File: src/hdl/aswp_defs.svh
// aswp_defs.svh: offsets, field positions, reset values and counts of the sample word packer
// assumes: included by bare name from the design files; definitions only
`ifndef ASWP_DEFS_SVH
`define ASWP_DEFS_SVH

// register map, byte addresses on the wishbone bus
`define ASWP_FULL_SCALE_IDX 32'h0000_0466
`define ASWP_DIG_EN_IDX 32'h0001_ae14
`define ASWP_ADDR_FULL_SCALE 32'h0000_1198
`define ASWP_ADDR_DIG_EN 32'h0006_b850
`define ASWP_ADDR_CTRL 32'h0000_0000
`define ASWP_ADDR_STATUS 32'h0000_0004
`define ASWP_ADDR_ANALOG_TO_DIGITAL_LAG 32'h0000_0008

// values read back
`define ASWP_FULL_SCALE_VAL 32'h0000_2000
`define ASWP_UNMAPPED_VAL 32'h0000_0000

// field positions
`define ASWP_CTRL_OVR_BIT 0
`define ASWP_DIG_EN_BIT 0
`define ASWP_STAT_FULL_BIT 0
`define ASWP_STAT_EMPTY_BIT 1
`define ASWP_STAT_OPT_BIT 2

// word layout
`define ASWP_ADC_MSB 13
`define ASWP_HI_BIT 15
`define ASWP_LO_BIT 14

// board lag in samples between analog and digital data
`define ASWP_DIG_LAG 2
`define ASWP_LAG_W 2

// fifo shape
`define ASWP_FIFO_DEPTH 16
`define ASWP_WORD_W 16

`endif

File: src/hdl/aswp_pkg.sv
// aswp_pkg.sv: types of the sample word packer
// assumes: nothing; referenced as aswp_pkg::name
package aswp_pkg;
  // upper-bit packing mode, from overrange and digital enables
  typedef enum logic [1:0] {
    ASWP_MODE_STD,
    ASWP_MODE_DIG,
    ASWP_MODE_OVR,
    ASWP_MODE_OVR_DIG
  } aswp_mode_t;
  // bus slave state
  typedef enum logic [0:0] {
    ASWP_BUS_IDLE,
    ASWP_BUS_ACK
  } aswp_bus_t;
endpackage

File: src/hdl/aswp_stream_if.sv
// aswp_stream_if.sv: valid/ready word stream between packer and fifo
// assumes: one clock domain shared by both ends
`timescale 1ns/1ps
`default_nettype none
interface aswp_stream_if #(parameter int WIDTH = 16) ();
  logic valid; // word offered
  logic ready; // word accepted when both high
  logic [WIDTH-1:0] data; // packed word
  modport src (output valid, output data, input ready);
  modport dst (input valid, input data, output ready);
endinterface
`default_nettype wire

File: src/hdl/aswp_packer.sv
// aswp_packer.sv: packs 14-bit converter results into 16-bit sample words, wishbone registers
// assumes: one converter result per clock when sample_valid_in; classic wishbone master
//
// Summary of operation
// - result in bits 13..0, bit 13 msb
// - result spans full 14-bit signed range
// - standard mode: upper bits copy bit 13
// - digital only: dig1 to bit15, dig0 bit14
// - overrange only: ovr bit15, sign bit14
// - both: ovr bit15, dig0 bit14
// - read-only full-scale code register
// - digital enable works only with option present
// - fixed lag between analog and digital bits
//
// Added by the designer: the Wishbone interface to the registers.
`timescale 1ns/1ps
`default_nettype none
`include "aswp_defs.svh"
module aswp_packer (
  // clock and reset
  input wire logic core_clk_in,
  input wire logic resetn_in,
  // converter and digital lines
  input wire logic sample_valid_in,
  input wire logic [13:0] adc_data_in,
  input wire logic adc_overrange_in,
  input wire logic [1:0] dig_in,
  // board strap: digital input option fitted
  input wire logic dig_option_in,
  // packed word stream out
  output logic word_valid_out,
  input wire logic word_ready_in,
  output logic [15:0] word_data_out,
  // sticky: the fifo could not take a sample
  output logic overflow_out,
  // wishbone classic slave
  input wire logic wb_cyc_in,
  input wire logic wb_stb_in,
  input wire logic wb_we_in,
  input wire logic [31:0] wb_adr_in,
  input wire logic [3:0] wb_sel_in,
  input wire logic [31:0] wb_dat_in,
  output logic [31:0] wb_dat_out,
  output logic wb_ack_out
);
  ////////////////////////////////////////////////////////////////////////////////
  // registers
  logic dig_en_q; // software digital record enable
  logic ovr_en_q; // software overrange detect enable
  logic opt_q; // option strap caught after reset
  logic opt_seen_q; // strap already caught
  logic overflow_q; // sticky lost-sample flag
  logic [31:0] rdata_q; // read data
  aswp_pkg::aswp_bus_t bus_q; // bus slave state
  logic [15:0] word_q; // packed word register
  logic word_vld_q; // packed word valid
  logic [1:0] dig_lag; // digital bits after board lag
  logic fifo_full;
  logic fifo_empty;
  logic wr_ack; // write taken this edge
  aswp_pkg::aswp_mode_t mode;
  logic [15:0] word_d;

  aswp_stream_if #(.WIDTH(`ASWP_WORD_W)) fill_if ();

  ////////////////////////////////////////////////////////////////////////////////
  // option strap caught by a clocked process after reset release
  always_ff @(posedge core_clk_in or negedge resetn_in) begin
    if (!resetn_in) begin
      opt_q <= 1'b0;
      opt_seen_q <= 1'b0;
    end else if (!opt_seen_q) begin
      opt_q <= dig_option_in;
      opt_seen_q <= 1'b1;
    end
  end

  ////////////////////////////////////////////////////////////////////////////////
  // wishbone slave: ack one cycle after strobe, dropped the next cycle
  // writes commit on the edge that carries ack, while the master still holds the request
  assign wr_ack = (bus_q == aswp_pkg::ASWP_BUS_ACK) && wb_cyc_in && wb_stb_in && wb_we_in;
  always_ff @(posedge core_clk_in or negedge resetn_in) begin
    if (!resetn_in) begin
      bus_q <= aswp_pkg::ASWP_BUS_IDLE;
    end else begin
      case (bus_q)
        aswp_pkg::ASWP_BUS_IDLE: begin
          if (wb_cyc_in && wb_stb_in) begin
            bus_q <= aswp_pkg::ASWP_BUS_ACK;
          end
        end
        aswp_pkg::ASWP_BUS_ACK: begin
          bus_q <= aswp_pkg::ASWP_BUS_IDLE;
        end
        default: begin
          bus_q <= aswp_pkg::ASWP_BUS_IDLE;
        end
      endcase
    end
  end
  assign wb_ack_out = (bus_q == aswp_pkg::ASWP_BUS_ACK);
  assign wb_dat_out = rdata_q;

  // read mux, captured with the request; unmapped reads return zero
  always_ff @(posedge core_clk_in or negedge resetn_in) begin
    if (!resetn_in) begin
      rdata_q <= `ASWP_UNMAPPED_VAL;
    end else if (bus_q == aswp_pkg::ASWP_BUS_IDLE && wb_cyc_in && wb_stb_in && !wb_we_in) begin
      case (wb_adr_in)
        `ASWP_ADDR_FULL_SCALE: rdata_q <= `ASWP_FULL_SCALE_VAL;
        `ASWP_ADDR_DIG_EN: rdata_q <= {31'h0, dig_en_q};
        `ASWP_ADDR_CTRL: rdata_q <= {31'h0, ovr_en_q};
        `ASWP_ADDR_STATUS: rdata_q <= {29'h0, opt_q, fifo_empty, overflow_q};
        default: rdata_q <= `ASWP_UNMAPPED_VAL;
      endcase
    end
  end

  // digital enable, held low when option absent
  always_ff @(posedge core_clk_in or negedge resetn_in) begin
    if (!resetn_in) begin
      dig_en_q <= 1'b0;
    end else if (wr_ack && wb_adr_in == `ASWP_ADDR_DIG_EN && wb_sel_in[0]) begin
      dig_en_q <= wb_dat_in[`ASWP_DIG_EN_BIT] && opt_q;
    end
  end

  // overrange detection enable
  always_ff @(posedge core_clk_in or negedge resetn_in) begin
    if (!resetn_in) begin
      ovr_en_q <= 1'b0;
    end else if (wr_ack && wb_adr_in == `ASWP_ADDR_CTRL && wb_sel_in[0]) begin
      ovr_en_q <= wb_dat_in[`ASWP_CTRL_OVR_BIT];
    end
  end

  // sticky overflow: a new loss wins over a clear (write 1 to status bit 0)
  always_ff @(posedge core_clk_in or negedge resetn_in) begin
    if (!resetn_in) begin
      overflow_q <= 1'b0;
    end else if (word_vld_q && fifo_full) begin
      overflow_q <= 1'b1;
    end else if (wr_ack && wb_adr_in == `ASWP_ADDR_STATUS && wb_sel_in[0]
                 && wb_dat_in[`ASWP_STAT_FULL_BIT]) begin
      overflow_q <= 1'b0;
    end
  end
  assign overflow_out = overflow_q;

  ////////////////////////////////////////////////////////////////////////////////
  // digital bits delayed by the board lag
  aswp_digital_lag u_lag (
    .core_clk_in(core_clk_in),
    .resetn_in(resetn_in),
    .dig_in(dig_in),
    .dig_out(dig_lag)
  );

  ////////////////////////////////////////////////////////////////////////////////
  // packing mode from the two enables
  always_comb begin
    case ({ovr_en_q, dig_en_q})
      2'h1: mode = aswp_pkg::ASWP_MODE_DIG;
      2'h2: mode = aswp_pkg::ASWP_MODE_OVR;
      2'h3: mode = aswp_pkg::ASWP_MODE_OVR_DIG;
      default: mode = aswp_pkg::ASWP_MODE_STD;
    endcase
  end

  // upper bits by mode; low 14 bits untouched in every mode
  always_comb begin
    word_d[`ASWP_ADC_MSB:0] = adc_data_in;
    case (mode)
      aswp_pkg::ASWP_MODE_DIG: word_d[`ASWP_HI_BIT:`ASWP_LO_BIT] = dig_lag;
      aswp_pkg::ASWP_MODE_OVR:
        word_d[`ASWP_HI_BIT:`ASWP_LO_BIT] = {adc_overrange_in, adc_data_in[`ASWP_ADC_MSB]};
      aswp_pkg::ASWP_MODE_OVR_DIG:
        word_d[`ASWP_HI_BIT:`ASWP_LO_BIT] = {adc_overrange_in, dig_lag[0]};
      default:
        word_d[`ASWP_HI_BIT:`ASWP_LO_BIT] = {2{adc_data_in[`ASWP_ADC_MSB]}};
    endcase
  end

  always_ff @(posedge core_clk_in or negedge resetn_in) begin
    if (!resetn_in) begin
      word_q <= 16'h0000;
      word_vld_q <= 1'b0;
    end else begin
      word_vld_q <= sample_valid_in;
      if (sample_valid_in) begin
        word_q <= word_d;
      end
    end
  end

  // the stream cannot pause the converter; a full fifo drops the word and flags it
  assign fill_if.valid = word_vld_q;
  assign fill_if.data = word_q;

  aswp_fifo #(.WIDTH(`ASWP_WORD_W), .DEPTH(`ASWP_FIFO_DEPTH)) u_fifo (
    .core_clk_in(core_clk_in),
    .resetn_in(resetn_in),
    .wr(fill_if),
    .rd_valid_out(word_valid_out),
    .rd_ready_in(word_ready_in),
    .rd_data_out(word_data_out),
    .full_out(fifo_full),
    .empty_out(fifo_empty)
  );

  ////////////////////////////////////////////////////////////////////////////////
  // checks
  // low field follows converter
  property p_low_field;
    @(posedge core_clk_in) disable iff (!resetn_in)
      sample_valid_in |=> word_q[`ASWP_ADC_MSB:0] == $past(adc_data_in);
  endproperty
  a_low_field: assert property (p_low_field) else $error("low field mismatch");
  property p_range;
    @(posedge core_clk_in) disable iff (!resetn_in)
      sample_valid_in |=> $signed(word_q[`ASWP_ADC_MSB:0]) == $signed($past(adc_data_in));
  endproperty
  a_range: assert property (p_range) else $error("signed value changed");
  property p_std;
    @(posedge core_clk_in) disable iff (!resetn_in)
      (sample_valid_in && !ovr_en_q && !dig_en_q)
        |=> word_q[15:14] == {2{$past(adc_data_in[13])}};
  endproperty
  a_std: assert property (p_std) else $error("sign extension wrong");
  property p_dig;
    @(posedge core_clk_in) disable iff (!resetn_in)
      (sample_valid_in && !ovr_en_q && dig_en_q) |=> word_q[15:14] == $past(dig_lag);
  endproperty
  a_dig: assert property (p_dig) else $error("digital bits wrong");
  property p_ovr;
    @(posedge core_clk_in) disable iff (!resetn_in)
      (sample_valid_in && ovr_en_q && !dig_en_q)
        |=> word_q[15:14] == {$past(adc_overrange_in), $past(adc_data_in[13])};
  endproperty
  a_ovr: assert property (p_ovr) else $error("overrange word wrong");
  property p_ovr_dig;
    @(posedge core_clk_in) disable iff (!resetn_in)
      (sample_valid_in && ovr_en_q && dig_en_q)
        |=> word_q[15:14] == {$past(adc_overrange_in), $past(dig_lag[0])};
  endproperty
  a_ovr_dig: assert property (p_ovr_dig) else $error("overrange digital word wrong");
  property p_full_scale;
    @(posedge core_clk_in) disable iff (!resetn_in)
      (bus_q == aswp_pkg::ASWP_BUS_IDLE && wb_cyc_in && wb_stb_in && !wb_we_in
       && wb_adr_in == `ASWP_ADDR_FULL_SCALE) |=> wb_ack_out && wb_dat_out == `ASWP_FULL_SCALE_VAL;
  endproperty
  a_full_scale: assert property (p_full_scale) else $error("full scale read wrong");
  property p_dig_gate;
    @(posedge core_clk_in) disable iff (!resetn_in)
      !opt_q |-> !dig_en_q;
  endproperty
  a_dig_gate: assert property (p_dig_gate) else $error("digital enabled without option");
  property p_lag;
    @(posedge core_clk_in) disable iff (!resetn_in)
      ##2 dig_lag == $past(dig_in, 2);
  endproperty
  a_lag: assert property (p_lag) else $error("digital lag wrong");
  property p_rate;
    @(posedge core_clk_in) disable iff (!resetn_in)
      sample_valid_in |=> word_vld_q;
  endproperty
  a_rate: assert property (p_rate) else $error("sample word missing");
  // bus handshake, register writes and loss flag
  property p_ack_pulse;
    @(posedge core_clk_in) disable iff (!resetn_in)
      wb_ack_out |=> !wb_ack_out;
  endproperty
  a_ack_pulse: assert property (p_ack_pulse) else $error("ack longer than one cycle");
  property p_dig_write;
    @(posedge core_clk_in) disable iff (!resetn_in)
      (wr_ack && wb_adr_in == `ASWP_ADDR_DIG_EN && wb_sel_in[0])
        |=> dig_en_q == ($past(wb_dat_in[`ASWP_DIG_EN_BIT]) && opt_q);
  endproperty
  a_dig_write: assert property (p_dig_write) else $error("digital enable write wrong");
  property p_sel_gate;
    @(posedge core_clk_in) disable iff (!resetn_in)
      (wr_ack && !wb_sel_in[0]) |=> $stable(dig_en_q) && $stable(ovr_en_q);
  endproperty
  a_sel_gate: assert property (p_sel_gate) else $error("masked write took effect");
  property p_status_opt;
    @(posedge core_clk_in) disable iff (!resetn_in)
      (bus_q == aswp_pkg::ASWP_BUS_IDLE && wb_cyc_in && wb_stb_in && !wb_we_in
       && wb_adr_in == `ASWP_ADDR_STATUS) |=> wb_dat_out[`ASWP_STAT_OPT_BIT] == opt_q;
  endproperty
  a_status_opt: assert property (p_status_opt) else $error("option bit read wrong");
  property p_loss_flag;
    @(posedge core_clk_in) disable iff (!resetn_in)
      (word_vld_q && fifo_full) |=> overflow_q;
  endproperty
  a_loss_flag: assert property (p_loss_flag) else $error("dropped word not flagged");
  property p_word_hold;
    @(posedge core_clk_in) disable iff (!resetn_in)
      !sample_valid_in |=> $stable(word_q);
  endproperty
  a_word_hold: assert property (p_word_hold) else $error("word changed without sample");
endmodule
`default_nettype wire

File: src/hdl/aswp_fifo.sv
// aswp_fifo.sv: synchronous fifo with valid/ready on both sides
// assumes: single clock, async active-low reset, depth a power of two
`timescale 1ns/1ps
`default_nettype none
module aswp_fifo #(
  parameter int WIDTH = 16,
  parameter int DEPTH = 16
) (
  // clock and reset
  input wire logic core_clk_in,
  input wire logic resetn_in,
  // fill side
  aswp_stream_if.dst wr,
  // drain side
  output logic rd_valid_out,
  input wire logic rd_ready_in,
  output logic [WIDTH-1:0] rd_data_out,
  // levels
  output logic full_out,
  output logic empty_out
);
  localparam int AW = $clog2(DEPTH);
  logic [WIDTH-1:0] mem_q [DEPTH]; // storage
  logic [AW:0] wr_ptr_q; // extra bit tells full from empty
  logic [AW:0] rd_ptr_q;
  logic push;
  logic pop;

  assign full_out = (wr_ptr_q[AW] != rd_ptr_q[AW]) && (wr_ptr_q[AW-1:0] == rd_ptr_q[AW-1:0]);
  assign empty_out = (wr_ptr_q == rd_ptr_q);
  assign wr.ready = !full_out;
  assign rd_valid_out = !empty_out;
  assign rd_data_out = mem_q[rd_ptr_q[AW-1:0]];
  assign push = wr.valid && !full_out;
  assign pop = rd_ready_in && !empty_out;

  // storage write, no reset needed on data
  always_ff @(posedge core_clk_in) begin
    if (push) begin
      mem_q[wr_ptr_q[AW-1:0]] <= wr.data;
    end
  end

  // pointers
  always_ff @(posedge core_clk_in or negedge resetn_in) begin
    if (!resetn_in) begin
      wr_ptr_q <= '0;
      rd_ptr_q <= '0;
    end else begin
      if (push) begin
        wr_ptr_q <= wr_ptr_q + (AW+1)'(1);
      end
      if (pop) begin
        rd_ptr_q <= rd_ptr_q + (AW+1)'(1);
      end
    end
  end
endmodule
`default_nettype wire

File: src/hdl/aswp_digital_lag.sv
// aswp_digital_lag.sv: fixed delay line bringing digital bits level with converter data
// assumes: one sample per clock; depth set by the board lag constant
`timescale 1ns/1ps
`default_nettype none
`include "aswp_defs.svh"
module aswp_digital_lag (
  // clock and reset
  input wire logic core_clk_in,
  input wire logic resetn_in,
  // digital bits in and delayed out
  input wire logic [1:0] dig_in,
  output logic [1:0] dig_out
);
  logic [1:0] stage_q [`ASWP_DIG_LAG]; // one stage per sample of lag

  // shift chain, one generate entry per stage
  for (genvar i = 0; i < `ASWP_DIG_LAG; i++) begin : g_stage
    always_ff @(posedge core_clk_in or negedge resetn_in) begin
      if (!resetn_in) begin
        stage_q[i] <= 2'h0;
      end else if (i == 0) begin
        stage_q[i] <= dig_in;
      end else begin
        stage_q[i] <= stage_q[(i == 0) ? 0 : i-1];
      end
    end
  end
  assign dig_out = stage_q[`ASWP_DIG_LAG-1];
endmodule
`default_nettype wire

File: config.mk
export PLATFORM = sky130hd
export DESIGN_NAME = aswp_packer
export DESIGN_NICKNAME = d
export VERILOG_FILES = /design/src/hdl/aswp_pkg.sv /design/src/hdl/aswp_stream_if.sv /design/src/hdl/aswp_packer.sv /design/src/hdl/aswp_fifo.sv /design/src/hdl/aswp_digital_lag.sv
export VERILOG_INCLUDE_DIRS = /design/src /design/src/hdl
export SDC_FILE = /design/constraint.sdc
export NUM_CORES = 1
export LEC_CHECK = 0
export BUFFER_PORTS_ARGS = -buffer_cell sky130_fd_sc_hd__buf_2
export CAP_MARGIN = 20
export CORE_MARGIN = 2
export CORE_UTILIZATION = 52
export DETAILED_ROUTE_END_ITERATION = 8
export PLACE_DENSITY = 0.85
export SETUP_SLACK_MARGIN = 0.05
export SLEW_MARGIN = 20
export SYNTH_ARGS = -nofsm -noshare
export SYNTH_HDL_FRONTEND = slang
export SYNTH_SLANG_ARGS = --single-unit
File: constraint.sdc
create_clock -name core_clk_in -period 2.7 [get_ports core_clk_in]
set_input_delay 0 -clock core_clk_in [delete_from_list [all_inputs] [get_ports core_clk_in]]
set_output_delay 0 -clock core_clk_in [all_outputs]
set_load 0.02 [all_outputs]
==> results.yml <==
outcome:
  status: "finished clean"
timing:
  hold_viol: 0
  fmax_mhz: 381
  rsz0062_at_grt: "true"
  min_period_over_period_pct: 97.3
  worst_pin_slew_ps: 977
  fin_skew_ps: 17.4
  setup_viol: 0
  setup_ws_ps: 73.8
  slew_violations: 0
  slew-limit-headroom_pct: 34.8
  finalSetupTns_ps: 0
  period_minus_slack_ps: 2630
route:
  wire_per_inst_um: 24.8
  initialDrtViolationCount: 553
  viasPerCell: 5.97
  drc_errors: 0
  routed_wl_um: 25400
  dr.pass1.iters: 5
  vias: 6099
  antenna_left: 0
clocking:
  cts.sinks: 297
  clkLatencyLatePin_ps: 540
  postCtsSetupBuffers: 0
  cts_buffers: 28
  cts_root_buf: "clkbuf_16"
  cts_buffer_depth: 3
  htreeDepth: 1
  cts_tree: "built"
  path_clk_slew_ps: 70
flow_run:
  maxCapViolCount: 0
hold_path:
  hp-class: "in2async"
floorplanning:
  die_x_um: 155
  std_cell_rows: 55
  io_pins: 144
  coreArea_um2: 22500
  die_y_um: 155
  start_util_pct: 52.7
  die_area_um2: 24000
yosys:
  synth_cell_type_count: 44
  synth_area_leader_cell: "edfxtp_1"
  yosysMostFrequentCell: "edfxtp_1"
  async_flop_share_pct: 13.8
  synth_cells: 563
  yosysTopAreaCellShare_pct: 64.8
  synthTopCellsByArea: "edfxtp_1, mux4_2, dfrtp_1"
  ys_warn_count: 0
  synth.avg_cell_area_um2: 21.1
  synth_area_um2: 11900
  ys_ff_latch: 297
  ys_seq_area_share_pct: 73.5
  synthTopCellsByCount: "edfxtp_1, mux4_2, dfrtp_1"
  synthFlopType: "edfxtp_1"
  synth_edf_count: 256
critical_path:
  crit_type: "in2reg"
  arrival_ps: 3090
  regToRegEndpoint: "u_fifo.mem_q[15][2]$_DFFE_PP_"
  r2r_slack_ps: 500
  required_ps: 3160
  rr_startpoint: "u_fifo.rd_ptr_q[0]$_DFFE_PN0P_"
  endpoint: "wb_dat_out[13]$_DFFE_PN0P_"
  ff2ff_path_depth: 4
  start_kind: "input pin"
  crit_start: "wb_adr_in[0]"
  worst-path-max-fanout: 2
  cp-end-kind: "register"
place:
  hpwl_um: 14300
  io_buffer_count: 81
  gp_congestion: 0.878
  pre_cts_ws_ps: 493
power:
  p_int_mw: 9.51
  leakage_nw: 4.86
  swShare_pct: 29.7
  vdd_ir_drop_max_mv: 0.698
  power.density_nw_per_um2: 979
  p_comb_share_pct: 29.7
  seqPwrFrac_pct: 43.7
  power_switching_mw: 4.02
  clockPowerShare_pct: 26.6
  finalPower_mw: 13.5
global_route:
  grt_pass1_wl_um: 38300
  grt_use_total_pct: 21.6
  grt-ovfl-total: 0
  grt_pass1_vias: 6504
  antenna_found_initial: 0
  grt_max_degree: 48
cells_and_area:
  final_nets: 814
  drive_gt1_share_pct: 33.5
  synthToLayoutAreaGrowth_pct: 16.5
  diodes: 0
-- power by group through the flow --
| stage | registers, mW | logic (mW) | clock network, mW |
|---|---|---|---|
| 6_report | 5.91 | 4.02 | 3.59 |
| 5_1_grt | 5.96 | 4.28 | 3.82 |
| 4_1_cts | 5.91 | 4.06 | 3.65 |
| 3_5_place_dp | 5.98 | 3.98 | 0 |
| 3_3_place_gp | 5.92 | 3.85 | 0 |
| 2_1_floorplan | 5.83 | 3.06 | 0 |
-- flip-flops by register name, indices dropped and copies added (netlist names) --
signal and count:
dig_en_q 1, fill_if.valid 1, u_fifo.mem_q 256, fill_if.data 16, overflow_out 1, u_fifo.rd_ptr_q 5
u_fifo.wr_ptr_q 5, ovr_en_q 1, wb_dat_out 4, opt_q 1, opt_seen_q 1, u_lag.stage_q 2
u_lag.dig_out 2, wb_ack_out 1
-- placed cells by master, fill, tap and decap left out, types with 12 or more instances in the layout --
| cell | netlist | final |
|---|---|---|
| and3_1 | 15 | 15 |
| buf_2 | 5 | 81 |
| buf_4 | 28 | 27 |
| clkbuf_1 | 8 | 12 |
| clkbuf_16 | 0 | 29 |
| conb_1 | 2 | 29 |
| dfrtp_1 | 41 | 39 |
| dlygate4sd3_1 | 0 | 37 |
| edfxtp_1 | 256 | 256 |
| mux2_2 | 19 | 19 |
| mux4_2 | 77 | 77 |
-- logic make-up (layout without fill, tap and decap cells) --
group	after synthesis	after routing	synth area share, %
other	2	29	0.0633
DFF	297	297	73.5
xor gates and xnor gates	13	13	0.960
and+or+nand+nor	68	68	3.23
muxes	103	103	17.4
AOI/OAI and AO/OA	16	16	0.950
buffers and inverters	59	206	3.35
adders and majority gates	5	5	0.528
-- through the flow --
step | hold slack (ps) | instances | util [%] | area (µm²)
4_1_cts | 69.5 | 1022 | 61.4 | 13800
6_report | 73.9 | 1022 | 61.4 | 13800
5_1_grt | 112 | 1022 | 61.4 | 13800
2_1_floorplan | -296 | 590 | - | 12000
3_3_place_gp | 104 | 934 | 56.0 | 12600
3_5_place_dp | 104 | 934 | 56.0 | 12600
-- worst min path at each step --
stage,start,slack (ps),to
global placement,resetn_in,100,fill_if.data[10]$_DFFE_PN0P_
global route,dig_in[0],110,u_lag.stage_q[2]$_DFF_PN0_
floorplan,resetn_in,-300,dig_en_q$_DFFE_PN0P_
detailed placement,resetn_in,100,fill_if.data[10]$_DFFE_PN0P_
CTS,resetn_in,70,fill_if.data[6]$_DFFE_PN0P_
finish,resetn_in,70,fill_if.data[6]$_DFFE_PN0P_
-- layer usage --
layer / GRT usage, % / share of wire, % / up-vias
li1: - / - / 2553
met1: 27.4 / 37 / 3147
met2: 37.8 / 52 / 330
met3: 3.45 / 6.8 / 69
met4: 8.20 / 3.5 / 0
met5: 0 / 0 / -
-- critical path: stages --
cell and delay, ps:
dlygate4sd3_1 540, buf_2 140, nor2_2 110, dlygate4sd3_1 560, nand3_1 60, or4_1 400
dlygate4sd3_1 610, o21ai_1 120, dlygate4sd3_1 550
-- final cells by class --
type,instances,area (µm²)
clock inverters,9,48.8
repair buffers,149,1030
well taps,285,357
flip-flops and latches,297,8720
inverters,6,22.5
multi-input cells,234,2860
fillers,1458,8680
clock buffers,42,785
-- repair_timing --
| item | CTS | global route |
|---|---|---|
| gates cloned | 0 | 0 |
| setup endpoints to repair | 2 | 14 |
| hold buffers | 37 | 0 |
| resized for setup | 1 | 3 |
| hold endpoints to repair | 58 | 0 |
Note: power is estimated with default switching activity, not from simulation.
